===== src/pkg/sequencer_pkg.sv =====
// Shared constants, carrier types and the state decoder for the measurement sequencer.
package sequencer_pkg;

  localparam int unsigned SEQ_STATE_COUNT = 16;
  localparam logic [3:0] SEQ_START_STATE = 4'h0;
  localparam logic [3:0] LAST_MEASURE_STATE = 4'h9;
  localparam logic [3:0] LONG_STEP_SET_STATE = 4'hb;
  localparam logic [3:0] LONG_STEP_END_STATE = 4'hc;
  localparam logic [3:0] RELEASE_ENTRY_STATE = 4'h8;
  localparam logic [3:0] PRINT_FIRST_STATE = 4'hd;
  localparam logic [3:0] PRINT_SECOND_STATE = 4'he;

  localparam int unsigned CORE_CLK_MHZ = 200;
  localparam int unsigned RESET_PULSE_NS = 5000;
  localparam int unsigned RESET_PULSE_CYCLES = (RESET_PULSE_NS * CORE_CLK_MHZ) / 1000;
  localparam int unsigned RESET_COUNT_WIDTH = 10;

  typedef struct packed {
    logic [SEQ_STATE_COUNT-1:0] command_lines;
    logic data_update;
    logic print_command;
  } seq_command_type;

  typedef struct packed {
    logic [3:0] state;
    logic measure_phase;
    logic long_step;
    logic long_step_release;
  } seq_status_type;

  function automatic logic [SEQ_STATE_COUNT-1:0] decode_state(input logic [3:0] state);
    decode_state = 16'h0001 << state;
  endfunction : decode_state

endpackage : sequencer_pkg


===== src/logic/reset_pulse_generator.sv =====
// Retriggerable one-shot that stretches a reset trigger into a fixed-width pulse.
`timescale 1ns/1ps
`default_nettype none

module reset_pulse_generator
  import sequencer_pkg::*;
(
  // Clock and reset
  input wire logic core_clk,
  input wire logic rst_n,
  // Trigger and pulse
  input wire logic trigger,
  output logic pulse
);

  logic [RESET_COUNT_WIDTH-1:0] remaining;

  // Power-up itself counts as a reset event, so the pulse starts armed.
  always_ff @(posedge core_clk or negedge rst_n) begin
    if (!rst_n) begin
      remaining <= RESET_COUNT_WIDTH'(RESET_PULSE_CYCLES - 1);
      pulse <= 1'b1;
    end else if (trigger) begin
      remaining <= RESET_COUNT_WIDTH'(RESET_PULSE_CYCLES - 1);
      pulse <= 1'b1;
    end else if (remaining != '0) begin
      remaining <= remaining - 10'h001;
    end else begin
      pulse <= 1'b0;
    end
  end

  logic [RESET_COUNT_WIDTH-1:0] high_cycles;

  always_ff @(posedge core_clk or negedge rst_n) begin
    if (!rst_n) begin
      high_cycles <= '0;
    end else if (trigger || !pulse) begin
      high_cycles <= '0;
    end else begin
      high_cycles <= high_cycles + 10'h001;
    end
  end
endmodule : reset_pulse_generator

`default_nettype wire


===== src/logic/measurement_sequence_generator.sv =====
// Sixteen-state control sequencer that steps the counter through a measurement cycle.
`timescale 1ns/1ps
`default_nettype none

module measurement_sequence_generator
  import sequencer_pkg::*;
(
  // Clock and reset
  input wire logic core_clk,
  input wire logic rst_n,
  // Sequence clock, one core cycle per pulse
  input wire logic seq_clk_pulse,
  // Step holds
  input wire logic internal_hold,
  input wire logic external_hold,
  input wire logic remote_programming_option,
  // Reset requests
  input wire logic seq_reset_req,
  input wire logic cond_reset_req,
  input wire logic hard_reset_req,
  // Commands and state
  output seq_command_type command,
  output seq_status_type status,
  // Reset pulses to the count chain and converter
  output logic count_chain_reset,
  output logic converter_reset
);

  logic [3:0] sequence_counter;
  logic measure_phase_flag;
  logic long_step_flag;
  logic long_step_release_flag;
  logic [SEQ_STATE_COUNT-1:0] command_lines;
  logic print_pulse_gate;
  logic reset_pulse;

  logic hold_active;
  logic seq_reset;
  logic step;
  logic decoder_enable;
  logic [3:0] next_state;

  reset_pulse_generator u_reset_pulse (
    .core_clk(core_clk),
    .rst_n(rst_n),
    .trigger(hard_reset_req),
    .pulse(reset_pulse)
  );

  assign count_chain_reset = reset_pulse;
  assign converter_reset = reset_pulse;

  assign hold_active = internal_hold | (remote_programming_option & external_hold);

  assign seq_reset = reset_pulse | seq_reset_req | (cond_reset_req & measure_phase_flag);

  assign step = seq_clk_pulse & ~seq_reset & (long_step_flag | ~hold_active);

  assign next_state = 4'(sequence_counter + 4'h1);

  assign decoder_enable = ~seq_reset & ~step & (~long_step_flag | long_step_release_flag);

  always_ff @(posedge core_clk or negedge rst_n) begin
    if (!rst_n) begin
      sequence_counter <= SEQ_START_STATE;
    end else if (seq_reset) begin
      sequence_counter <= SEQ_START_STATE;
    end else if (step) begin
      sequence_counter <= next_state;
    end
  end

  always_ff @(posedge core_clk or negedge rst_n) begin
    if (!rst_n) begin
      measure_phase_flag <= 1'b1;
    end else if (seq_reset) begin
      measure_phase_flag <= 1'b1;
    end else if (step) begin
      measure_phase_flag <= (next_state <= LAST_MEASURE_STATE);
    end
  end

  // The flags move only on a step or a sequence reset, so a frozen clock also freezes the long step.
  // long step set
  always_ff @(posedge core_clk or negedge rst_n) begin
    if (!rst_n) begin
      long_step_flag <= 1'b0;
      long_step_release_flag <= 1'b0;
    end else if (seq_reset) begin
      long_step_flag <= 1'b0;
      long_step_release_flag <= 1'b0;
    end else if (step) begin
      if (long_step_flag && long_step_release_flag && sequence_counter == LONG_STEP_END_STATE) begin
        long_step_flag <= 1'b0;
        long_step_release_flag <= 1'b0;
      end else if (!long_step_flag && sequence_counter == LONG_STEP_SET_STATE) begin
        long_step_flag <= 1'b1;
      end else if (long_step_flag && next_state == RELEASE_ENTRY_STATE) begin
        long_step_release_flag <= 1'b1;
      end
    end
  end

  // Lines are registered, so each state not gated by a long step shows two cycles after the step that reached it.
  // one-hot decode
  always_ff @(posedge core_clk or negedge rst_n) begin
    if (!rst_n) begin
      command_lines <= '0;
      print_pulse_gate <= 1'b0;
    end else begin
      command_lines <= decoder_enable ? decode_state(sequence_counter) : '0;
      print_pulse_gate <= decoder_enable &&
        (sequence_counter == PRINT_FIRST_STATE || sequence_counter == PRINT_SECOND_STATE);
    end
  end

  assign command = '{command_lines: command_lines, data_update: long_step_flag, print_command: print_pulse_gate};
  assign status = '{state: sequence_counter, measure_phase: measure_phase_flag,
    long_step: long_step_flag, long_step_release: long_step_release_flag};
endmodule : measurement_sequence_generator

`default_nettype wire


===== config.mk =====
export PLATFORM = sky130hd
export DESIGN_NAME = measurement_sequence_generator
export DESIGN_NICKNAME = d
export VERILOG_FILES = /design/src/pkg/sequencer_pkg.sv /design/src/logic/reset_pulse_generator.sv /design/src/logic/measurement_sequence_generator.sv
export SDC_FILE = /design/constraint.sdc
export NUM_CORES = 1
export LEC_CHECK = 0
export BUFFER_PORTS_ARGS = -buffer_cell sky130_fd_sc_hd__buf_4
export CAP_MARGIN = 5
export CORE_MARGIN = 4
export CORE_UTILIZATION = 54
export DETAILED_ROUTE_END_ITERATION = 16
export PLACE_DENSITY = 0.81
export SETUP_SLACK_MARGIN = 0.4
export SLEW_MARGIN = 30
export SYNTH_ARGS = -nofsm -noshare
export SYNTH_HDL_FRONTEND = slang
export SYNTH_SLANG_ARGS = --single-unit

===== constraint.sdc =====
create_clock -name core_clk -period 2.4 [get_ports core_clk]
set_input_delay 0.48 -clock core_clk [delete_from_list [all_inputs] [get_ports core_clk]]
set_output_delay 0.48 -clock core_clk [all_outputs]
set_load 0.05 [all_outputs]

==> results by group, run 1 <==
Placed design
  – Cell total after placement: between 200 and 250
  – I/O Buffers: 35
  – Placer congestion estimate: about 0.9
  – Cell Area, Placed: between 0.002 and 0.0025 mm²
  – Final HPWL DP: approximately 2700 µm

Cells and area
  – Fillers: around 260
  – Post-layout net count: ~220
  – Post-layout instance area: between 0.002 and 0.0025 mm²
  – Layout cell share with drive strength beyond 1: between 20% and 30%
  – # diodes: 0
  – Final Util: between 60% and 70%
  – Post-Layout Cell Count: ~250
  – Synth-to-layout area growth: 15.9%

Drt
  – DR iter-0 viols: 42
  – Wire per inst: about 15 µm
  – First-pass iteration count of the detailed router: 4
  – Via count: between 1000 and 1500
  – Vias/cell: just under 6
  – DRC Markers: 0
  – Final wirelength: between 3000 and 4000 µm
  – Antenna violation net count after detailed routing: 0

Setup path
  – Crit path DAT: 2.09 ns
  – Worst reg2reg path startpoint: u_reset_pulse.remaining[3]
  – Worst Path Max Fanout: 6
  – Cell count of the worst reg-to-reg path: 3
  – FF-to-FF setup slack: 0.57 ns
  – WP data required: about 2.7 ns
  – Crit end category: flop
  – CP startpoint kind: flop
  – Worst Path Class, Setup: flop to flop
  – Worst r2r dst: u_reset_pulse.pulse

Clocking
  – CTS Buf Count: 5
  – Clock Sink Count: 35
  – # H-tree levels: 2
  – TritonCTS clock tree: built
  – Hold-fix buffer count after cts: 0
  – Worst-Skew Late Latency: ~0.33 ns
  – Root Buffer: clkbuf_4
  – Postcts setup bufs: 0
  – Max Root-Sink Buffers: 2
  – Cells resized by post-CTS repair: 0
  – CTS clk-pin slew, worst paths: around 0.1 ns

Synth
  – Yosys warnings: 0
  – Synth top area share: between 30% and 40%
  – Area leader, netlist: dfrtp_1
  – Seq/Total Area, Yosys: between 40% and 50%
  – Synth unique cells: 44
  – Average footprint of a synthesized cell: about 10 µm²
  – Most frequent cell after synthesis: dfrtp_1
  – Leading cell types by count after synthesis: 25 x dfrtp_1, 20 x nor3_1, 11 x inv_1, 11 x nand2_1, 10 x dfstp_2
  – Main synth FF type: dfrtp_1
  – Flops & latches, synth: 35
  – Synth top area cells: dfrtp_1 35%, dfstp_2 15%, ha_1 5.6%, nor3_1 5.6%, buf_4 2.5%
  – FFs w/ async S/R, synth: 100%
  – Post-Syn Area: 0.00180 mm²
  – Synth Net Count: approximately 190
  – Post-synth EDFFs: 0
  – Post-Syn Instances: 175

Die
  – Die ar.: 0.00433 mm²
  – Die Width: between 60 and 70 µm
  – Core area: approximately 0.0031 mm²
  – Num rows: 20
  – Io pins: 36
  – Starting Density: between 50% and 60%
  – Die height: around 66 µm

Timing
  – Final period util: 76.3%
  – Worst slew pin tran: 0.819 ns
  – Rel. slew slack: between 40% and 50%
  – Unrepaired setup endpoints after global routing: false
  – Max-slew violations: 0
  – Final Hold Vio Count: 0
  – Setup TNS: 0 ns
  – Max Clk Rate: about 550 MHz
  – Setup violations, final: 0
  – Min cycle time layout: 1.83 ns
  – Skew final: roughly 0.0095 ns

Global routing
  – Remaining Overflow, GRT: 0
  – Largest net degree at the start of global routing: 36
  – Vias in the first global route: approximately 1500
  – Initial antenna violation count: 0
  – First-pass GRT wire length: around 6600 µm
  – Total track usage: around a fifth

Run status
  – Status: finished clean

Power
  – Static Leak: roughly 0.91 nW
  – VDD IR max: between 0.0002 and 0.00025 V
  – Total power: roughly 960 µW
  – Cell Pwr Density: approximately 460 mW/mm²

Worst hold path
  – Worst min-delay path class: input pin to asynchronous set/reset pin

Flow run
  – Max Cap Violations: 0
through the flow:
step	worst slack, ns	hold slack [ns]
after floorplan	0.612	0.184
after global placement	0.666	0.444
after detailed placement	0.610	0.452
after CTS	0.580	0.0868
after global routing	0.455	0.103
final	0.570	0.0716
cells by family (layout without fill, tap and decap cells):
family / after synthesis / after routing / share of synthesized area [%]
adder cells (fa/ha/maj): 8 / 8 / 5.55
AND/OR/NAND/NOR: 64 / 64 / 19.1
buffers and inverters: 26 / 54 / 6.80
multiplexers: 6 / 6 / 3.47
AO/OA/AOI/OAI: 35 / 35 / 15.3
flip-flops: 35 / 35 / 49.3
XOR/XNOR: 1 / 1 / 0.486
state kept, by name (all words and copies together), names as in the netlist:
| signal | flops |
|---|---|
| long_step_release_flag | 1 |
| sequence_counter | 4 |
| command_lines | 16 |
| long_step_flag | 1 |
| print_pulse_gate | 1 |
| u_reset_pulse.pulse | 1 |
| u_reset_pulse.remaining | 10 |
| measure_phase_flag | 1 |
layout by cell type (no fill, tap or decap), types with 2 or more instances in the layout:
cell	count
buf_4	35
dfrtp_1	25
nor3_1	20
inv_1	11
nand2_1	11
dfstp_2	10
ha_1	8
a21oi_1	7
nor2_1	7
nor2b_1	5
clkbuf_4	5
nand2b_1	4
o21ai_0	4
mux2i_1	4
a211o_1	4
nor4_1	3
nand4_1	3
or3_1	3
a211oi_1	3
a21o_1	2
o211ai_1	2
mux2_2	2
o31ai_1	2
clkbuf_1	2
how the worst max path moves through the flow:
stage | start | to | slack [ns] | cells past startpoint
2_1_floorplan | sequence_counter[2] | measure_phase_flag | 0.61 | 6
3_3_place_gp | u_reset_pulse.remaining[3] | u_reset_pulse.pulse | 0.67 | 3
3_5_place_dp | u_reset_pulse.remaining[3] | u_reset_pulse.pulse | 0.61 | 3
4_1_cts | u_reset_pulse.remaining[3] | u_reset_pulse.pulse | 0.58 | 3
5_1_grt | u_reset_pulse.remaining[3] | u_reset_pulse.remaining[4] | 0.45 | 3
6_report | u_reset_pulse.remaining[3] | u_reset_pulse.pulse | 0.57 | 3
critical path, stage by stage, from the launching register on:
cell     delay [ns]
dfrtp_1        0.44
or4_1          0.65
or3b_4         0.47
a21o_1         0.20
report_power, final:
group / total [mW] / leakage [nW] / switching, mW / internal [mW]
registers: 0.602 / 0.455 / 0.00414 / 0.598
logic: 0.0564 / 0.423 / 0.0364 / 0.0200
clock network: 0.300 / 0.0293 / 0.186 / 0.114
per-layer routing:
layer	vias up	GRT usage [%]	part of all wire [%]
met3	8	4.25	5.3
li1	676	-	-
met1	712	24.8	43
met5	-	0	0
met4	0	6.99	1.6
met2	33	32.4	50
final cells by class:
type,count,area (µm²),area share (%)
sequential,35,888,42.5
tap,44,55.1,2.63
inverter,11,41.3,1.98
multi-input combinational,114,792,37.9
clock inverter,1,5.00,0.240
clock buffer,7,45.0,2.16
timing repair buffer,35,263,12.6
Power figures use the tool's default switching activity.
==> run 2, diff against run 1 <==
- clock period: 2.4 -> 1.8 ns (I/O delays scaled with it)
==> run 2 against run 1 <==
Die area is the same. Sequential power grew 34%. Critical path depth is the same.
==> results by group, run 2 (same netlist as run 1, synthesis figures left out) <==
Run status
  – Status: finished clean

Global routing
  – First-pass GRT wire length: 7880 µm (+20%)
  – Total track usage: 24.4% (+5.0 points)
  – Initial antenna violation count: 0 (unchanged)
  – Vias in the first global route: 1631 (+12%)
  – Largest net degree at the start of global routing: 36 (unchanged)
  – Remaining Overflow, GRT: 0 (unchanged)

Cells and area
  – # diodes: 0 (unchanged)
  – Post-layout instance area: 0.00282 mm² (+35%)
  – Final Util: 90.0% (+23 points)
  – Max FFs per register: 16 (unchanged)
  – Layout cell share with drive strength beyond 1: 60.0% (+31 points)
  – Largest regs: command_lines (16), u_reset_pulse.remaining (10), sequence_counter (4)
  – Reg with most FFs: command_lines
  – Fillers: 126 (-51%)
  – FF/Latch Area: 895 µm² (+0.70%)
  – Synth-to-layout area growth: 56.1%
  – Area of the multi-input gates: 0.00111 mm² (+40%)
  – Leading cell type in the layout, fill and taps excluded: buf_4
  – Most frequent cells in the layout: 50 x buf_4, 20 x dfrtp_1, 12 x nor3_2, 10 x nand2_1, 10 x dfstp_2
  – Post-layout net count: 251 (+15%)

Power
  – VDD IR max: 0.000416 V (+79%)
  – Static Leak: 1.20 nW (+33%)
  – Total power: 1.52 mW (+58%)
  – Cell Pwr Density: 539 mW/mm² (+17%)

Clocking
  – Worst-Skew Late Latency: 0.35 ns (+0.02 ns)
  – TritonCTS clock tree: built
  – # H-tree levels: 2 (unchanged)
  – CTS clk-pin slew, worst paths: 0.12 ns (+0.02 ns)
  – Max Root-Sink Buffers: 2 (unchanged)
  – Root Buffer: clkbuf_4
  – Clock Sink Count: 35 (unchanged)
  – CTS Buf Count: 5 (unchanged)

Drt
  – Final wirelength: 6200 µm (+67%)
  – DRC Markers: 0 (unchanged)
  – Via count: 1722 (+21%)
  – Antenna violation net count after detailed routing: 0 (unchanged)
  – DR iter-0 viols: 114 (+170%)
  – First-pass iteration count of the detailed router: 4 (unchanged)
  – Wire per inst: 22.2 µm (+48%)
  – Vias/cell: 6.17 (+6.7%)

Die
  – Die height: 65.8 µm (unchanged)
  – Starting Density: 57.6% (unchanged)
  – Die Width: 65.8 µm (unchanged)
  – Io pins: 36 (unchanged)
  – Num rows: 20 (unchanged)
  – Core area: 0.00313 mm² (unchanged)
  – Die ar.: 0.00433 mm² (unchanged)

Timing
  – Setup violations, final: 0 (unchanged)
  – Unrepaired setup endpoints after global routing: true
  – Rel. slew slack: 68.6% (+24 points)
  – Min cycle time layout: 1.69 ns (-0.137 ns)
  – Final Hold Vio Count: 0 (unchanged)
  – Final period util: 94.1% (+18 points)
  – Skew final: 0.0110 ns (+0.00142 ns)
  – Max-slew violations: 0 (unchanged)
  – Setup TNS: 0 ns (unchanged)
  – Worst slew pin tran: 0.469 ns (-0.350 ns)
  – Hold_ws: 0.306 ns (+0.234 ns)
  – Max Clk Rate: 590 MHz (+8.1%)

Placed design
  – Placer congestion estimate: 0.874 (-2.9%)
  – Cell Area, Placed: 0.00219 mm² (+7.5%)
  – Final HPWL DP: 2790 µm (+3.4%)
  – I/O Buffers: 35 (unchanged)

Setup path
  – FF-to-FF setup slack: 0.11 ns (-0.46 ns)
  – CP startpoint kind: flop
  – WP data required: 2.08 ns (-0.58 ns)
  – Crit path max-delay family: simple AND/OR/NAND/NOR gates
  – Crit path DAT: 1.98 ns (-0.11 ns)
  – Slowest stage delay, CP: 0.57 ns (-0.08 ns)
  – Crit end category: flop
  – Worst Path Class, Setup: flop to flop
  – Critical path buffer and inverter count: 0 (unchanged)
  – Slowest-stage cell, CP: or4_4
  – Worst Path Max Fanout: 5 (-1)
  – CP Cell Sequence: or4_4, o31a_1, or3_1

Worst hold path
  – Worst min-delay path class: input pin to flop

Flow run
  – Max Cap Violations: 0 (unchanged)
## run 2: report_power, final
part | internal (mW) | switching [mW] | total (mW)
Clock | 0.328 | 0.286 | 0.614
Sequential | 0.797 | 0.00759 | 0.805
Combinational | 0.0364 | 0.0612 | 0.0977
## run 2: routing by layer
metal / vias to the layer above / part of all wire [%] / global-route usage [%] / wire length (µm)
met5: - / 0 / 0 / 0
met1: 852 / 37 / 29.9 / 2320
li1: 744 / - / - / -
met3: 29 / 6.6 / 5.61 / 408
met2: 97 / 52 / 40.3 / 3190
met4: 0 / 4.5 / 11.9 / 278
## run 2: area by class of cell
type / instances / share of cell area (%)
Clock buffer: 6 / 1.82
Clock inverter: 2 / 1.24
Inverter: 11 / 1.64
Multi-Input combinational cell: 114 / 39.5
Sequential cell: 35 / 31.8
Tap cell: 44 / 1.96
Timing Repair Buffer: 67 / 22.0
## run 2: per-stage QoR
step / std cells / setup slack [ns]
after CTS: 271 / 0.160
after detailed placement: 244 / 0.0714
final: 279 / 0.106
after global placement: 244 / 0.141
after floorplan: 175 / 0.170
after global routing: 279 / 0.0659
## run 2: path summary, 6_finish.rpt
kind | startpoint | endpoint | cells after the start
worst min-delay path | seq_clk_pulse | sequence_counter[1] | 3
worst max register to register | u_reset_pulse.remaining[5] | u_reset_pulse.remaining[8] | 3
max in group asynchronous | rst_n | u_reset_pulse.remaining[0] | 2
worst min register to register | u_reset_pulse.remaining[9] | u_reset_pulse.remaining[9] | 2
worst max-delay path | u_reset_pulse.remaining[5] | u_reset_pulse.remaining[8] | 3
min in group asynchronous | rst_n | command_lines[14] | 2
## run 2: tightest hold or removal path, stage by stage
cell	delay, ns
buf_4	0.15
nand4_1	0.07
a21oi_1	0.05
## run 2: repair_timing
action	CTS	global route
cloned	0	2
endpoints found under the hold margin	25	0
pin swaps	10	18
endpoints found under the setup margin	22	33
hold buffers	1	0
setup buffers	18	6
gates resized for setup	25	40
==> run 3, diff against run 2 <==
==> constraint.sdc (replaced) <==
create_clock -name core_clk -period 1.8 [get_ports core_clk]
set_input_delay 0 -clock core_clk [delete_from_list [all_inputs] [get_ports core_clk]]
set_output_delay 0 -clock core_clk [all_outputs]
set_load 0.05 [all_outputs]
==> run 3 against run 2 <==
Sequential cell count did not move. Final area fell by 11%. Combinational power rose by 17%. Clock skew fell by 0.0047 ns. Register-to-register slack improved by 0.03 ns. Cell count fell by 2.9%. Fmax rose by 1.6%. Wire length fell by 28%. Worst hold slack got worse by 0.26 ns. Die area did not move. Non-clock buffer count fell by 8.
==> results by group, run 3 (same netlist as run 1, synthesis figures left out) <==
Cells and area
  – Leading cell type in the layout, fill and taps excluded: buf_4
  – # diodes: 0 (unchanged)
  – Reg with most FFs: command_lines
  – Post-layout instance area: 0.00252 mm² (-11%)
  – Post-layout net count: 243 (-3.2%)
  – Layout cell share with drive strength beyond 1: 52.9% (-7.1 points)
  – Max FFs per register: 16 (unchanged)
  – Largest regs: command_lines (16), u_reset_pulse.remaining (10), sequence_counter (4)
  – Most frequent cells in the layout: 53 x buf_4, 21 x dfrtp_1, 12 x nor3_2, 10 x nand2_1, 10 x dfstp_2
  – Synth-to-layout area growth: 39.6%

Placed design
  – Final HPWL DP: 2940 µm (+5.3%)
  – I/O Buffers: 35 (unchanged)
  – Placer congestion estimate: 0.885 (+1.2%)
  – Cell Area, Placed: 0.00217 mm² (-0.91%)

Timing
  – Min cycle time layout: 1.67 ns (-0.0263 ns)
  – Setup violations, final: 0 (unchanged)
  – Final period util: 92.6% (-1.5 points)
  – Skew final: 0.00626 ns (-0.00471 ns)
  – Max-slew violations: 0 (unchanged)
  – Final Hold Vio Count: 0 (unchanged)
  – Worst slew pin tran: 0.452 ns (-0.0168 ns)
  – Setup TNS: 0 ns (unchanged)
  – Unrepaired setup endpoints after global routing: true
  – Rel. slew slack: 69.7% (+1.1 points)
  – Max Clk Rate: 600 MHz (+1.6%)

Die
  – Die ar.: 0.00433 mm² (unchanged)
  – Die Width: 65.8 µm (unchanged)
  – Num rows: 20 (unchanged)
  – Io pins: 36 (unchanged)
  – Starting Density: 57.6% (unchanged)
  – Core area: 0.00313 mm² (unchanged)
  – Die height: 65.8 µm (unchanged)

Drt
  – First-pass iteration count of the detailed router: 4 (unchanged)
  – Final wirelength: 4460 µm (-28%)
  – Top Layer Used: met4
  – WL met3: 290 µm (-29%)
  – DR iter-0 viols: 103 (-9.6%)
  – Metal-1 WL: 1860 µm (-20%)
  – Met2 wire len: 2210 µm (-31%)
  – Antenna violation net count after detailed routing: 0 (unchanged)
  – Vias/cell: 5.70 (-7.6%)
  – Wire per inst: 16.5 µm (-26%)
  – DRC Markers: 0 (unchanged)
  – Via count: 1546 (-10%)

Setup path
  – Worst reg2reg path startpoint: u_reset_pulse.remaining[6]
  – Cell count of the worst reg-to-reg path: 3 (unchanged)
  – Crit end category: flop
  – Crit path DAT: 1.93 ns (-0.05 ns)
  – WP data required: 2.06 ns (-0.02 ns)
  – Worst r2r dst: u_reset_pulse.remaining[0]
  – FF-to-FF setup slack: 0.13 ns (+0.03 ns)
  – Worst Path Max Fanout: 4 (-1)
  – Critical Path Source: u_reset_pulse.remaining[6]
  – CP startpoint kind: flop
  – Worst Path Class, Setup: flop to flop

Global routing
  – Vias in the first global route: 1596 (-2.1%)
  – Initial antenna violation count: 0 (unchanged)
  – Remaining Overflow, GRT: 0 (unchanged)
  – Largest net degree at the start of global routing: 36 (unchanged)
  – First-pass GRT wire length: 7400 µm (-6.0%)
  – Total track usage: 22.4% (-2.0 points)

Power
  – Static Leak: 1.04 nW (-14%)
  – VDD IR max: 0.000323 V (-22%)
  – Cell Pwr Density: 540 mW/mm² (+0.25%)

Clocking
  – Root Buffer: clkbuf_4
  – TritonCTS clock tree: built
  – Worst-Skew Late Latency: 0.34 ns (about the same)
  – CTS clk-pin slew, worst paths: 0.10 ns (-0.02 ns)
  – # H-tree levels: 2 (unchanged)
  – Clock Sink Count: 35 (unchanged)
  – Max Root-Sink Buffers: 2 (unchanged)
  – CTS Buf Count: 5 (unchanged)

Worst hold path
  – Hold Path Sink: sequence_counter[1]
  – Worst hold path startpoint: seq_reset_req
  – Hold path depth: 3 (unchanged)
  – Worst min-delay path class: input pin to flop

Flow run
  – Max Cap Violations: 0 (unchanged)

Run status
  – Status: finished clean
run 3: per-stage QoR:
| stage | power [mW] | std cells | util, % | hold WS (ns) | setup slack, ns |
|---|---|---|---|---|---|
| detailed placement | 0.901 | 243 | 69.5 | -0.0292 | 0.0471 |
| global route | 1.42 | 271 | 80.5 | 0.0368 | 0.0996 |
| floorplan | 0.855 | 175 | - | -0.296 | 0.170 |
| CTS | 1.36 | 266 | 77.4 | 0.0441 | 0.146 |
| global placement | 0.893 | 243 | 69.5 | -0.0359 | 0.143 |
| finish | 1.36 | 271 | 80.5 | 0.0503 | 0.133 |
run 3: worst max-delay path by stage:
stage                                      end  cells after the start
floorplan           u_reset_pulse.remaining[8]                      4
global placement    u_reset_pulse.remaining[8]                      3
detailed placement  u_reset_pulse.remaining[0]                      3
CTS                 u_reset_pulse.remaining[0]                      3
global route        u_reset_pulse.remaining[0]                      3
finish              u_reset_pulse.remaining[0]                      3
run 3: power breakdown:
part	internal [mW]	leakage (nW)	switching, mW	total (mW)
sequential	0.797	0.448	0.00572	0.802
clock	0.189	0.0353	0.254	0.443
combinational	0.0510	0.558	0.0627	0.114
run 3: layer usage:
layer  track usage, %  vias up
li1                 -      722
met1             27.5      750
met2             37.8       62
met3             5.95       12
met4             8.03        0
met5                0        -
run 3: layout make-up:
cell class                 count  area [µm²]
multi-input combinational    114        1000
fill                         201         611
timing repair buffer          59         462
clock buffer                   7        55.1
inverter                      11        43.8
sequential                    35         893
clock inverter                 1        5.00
tap                           44        55.1
run 3: what timing repair did:
action / CTS / global route
pin swaps: 6 / 12
endpoints found under the setup margin: 21 / 28
setup buffers: 12 / 5
hold buffers: 3 / 0
endpoints found under the hold margin: 38 / 0
resized for setup: 14 / 15
run 3: critical path, stage by stage, from the launching register on:
cell and delay, ns:
dfstp_2 0.39, or4_4 0.57, or3b_4 0.43, mux2i_2 0.21
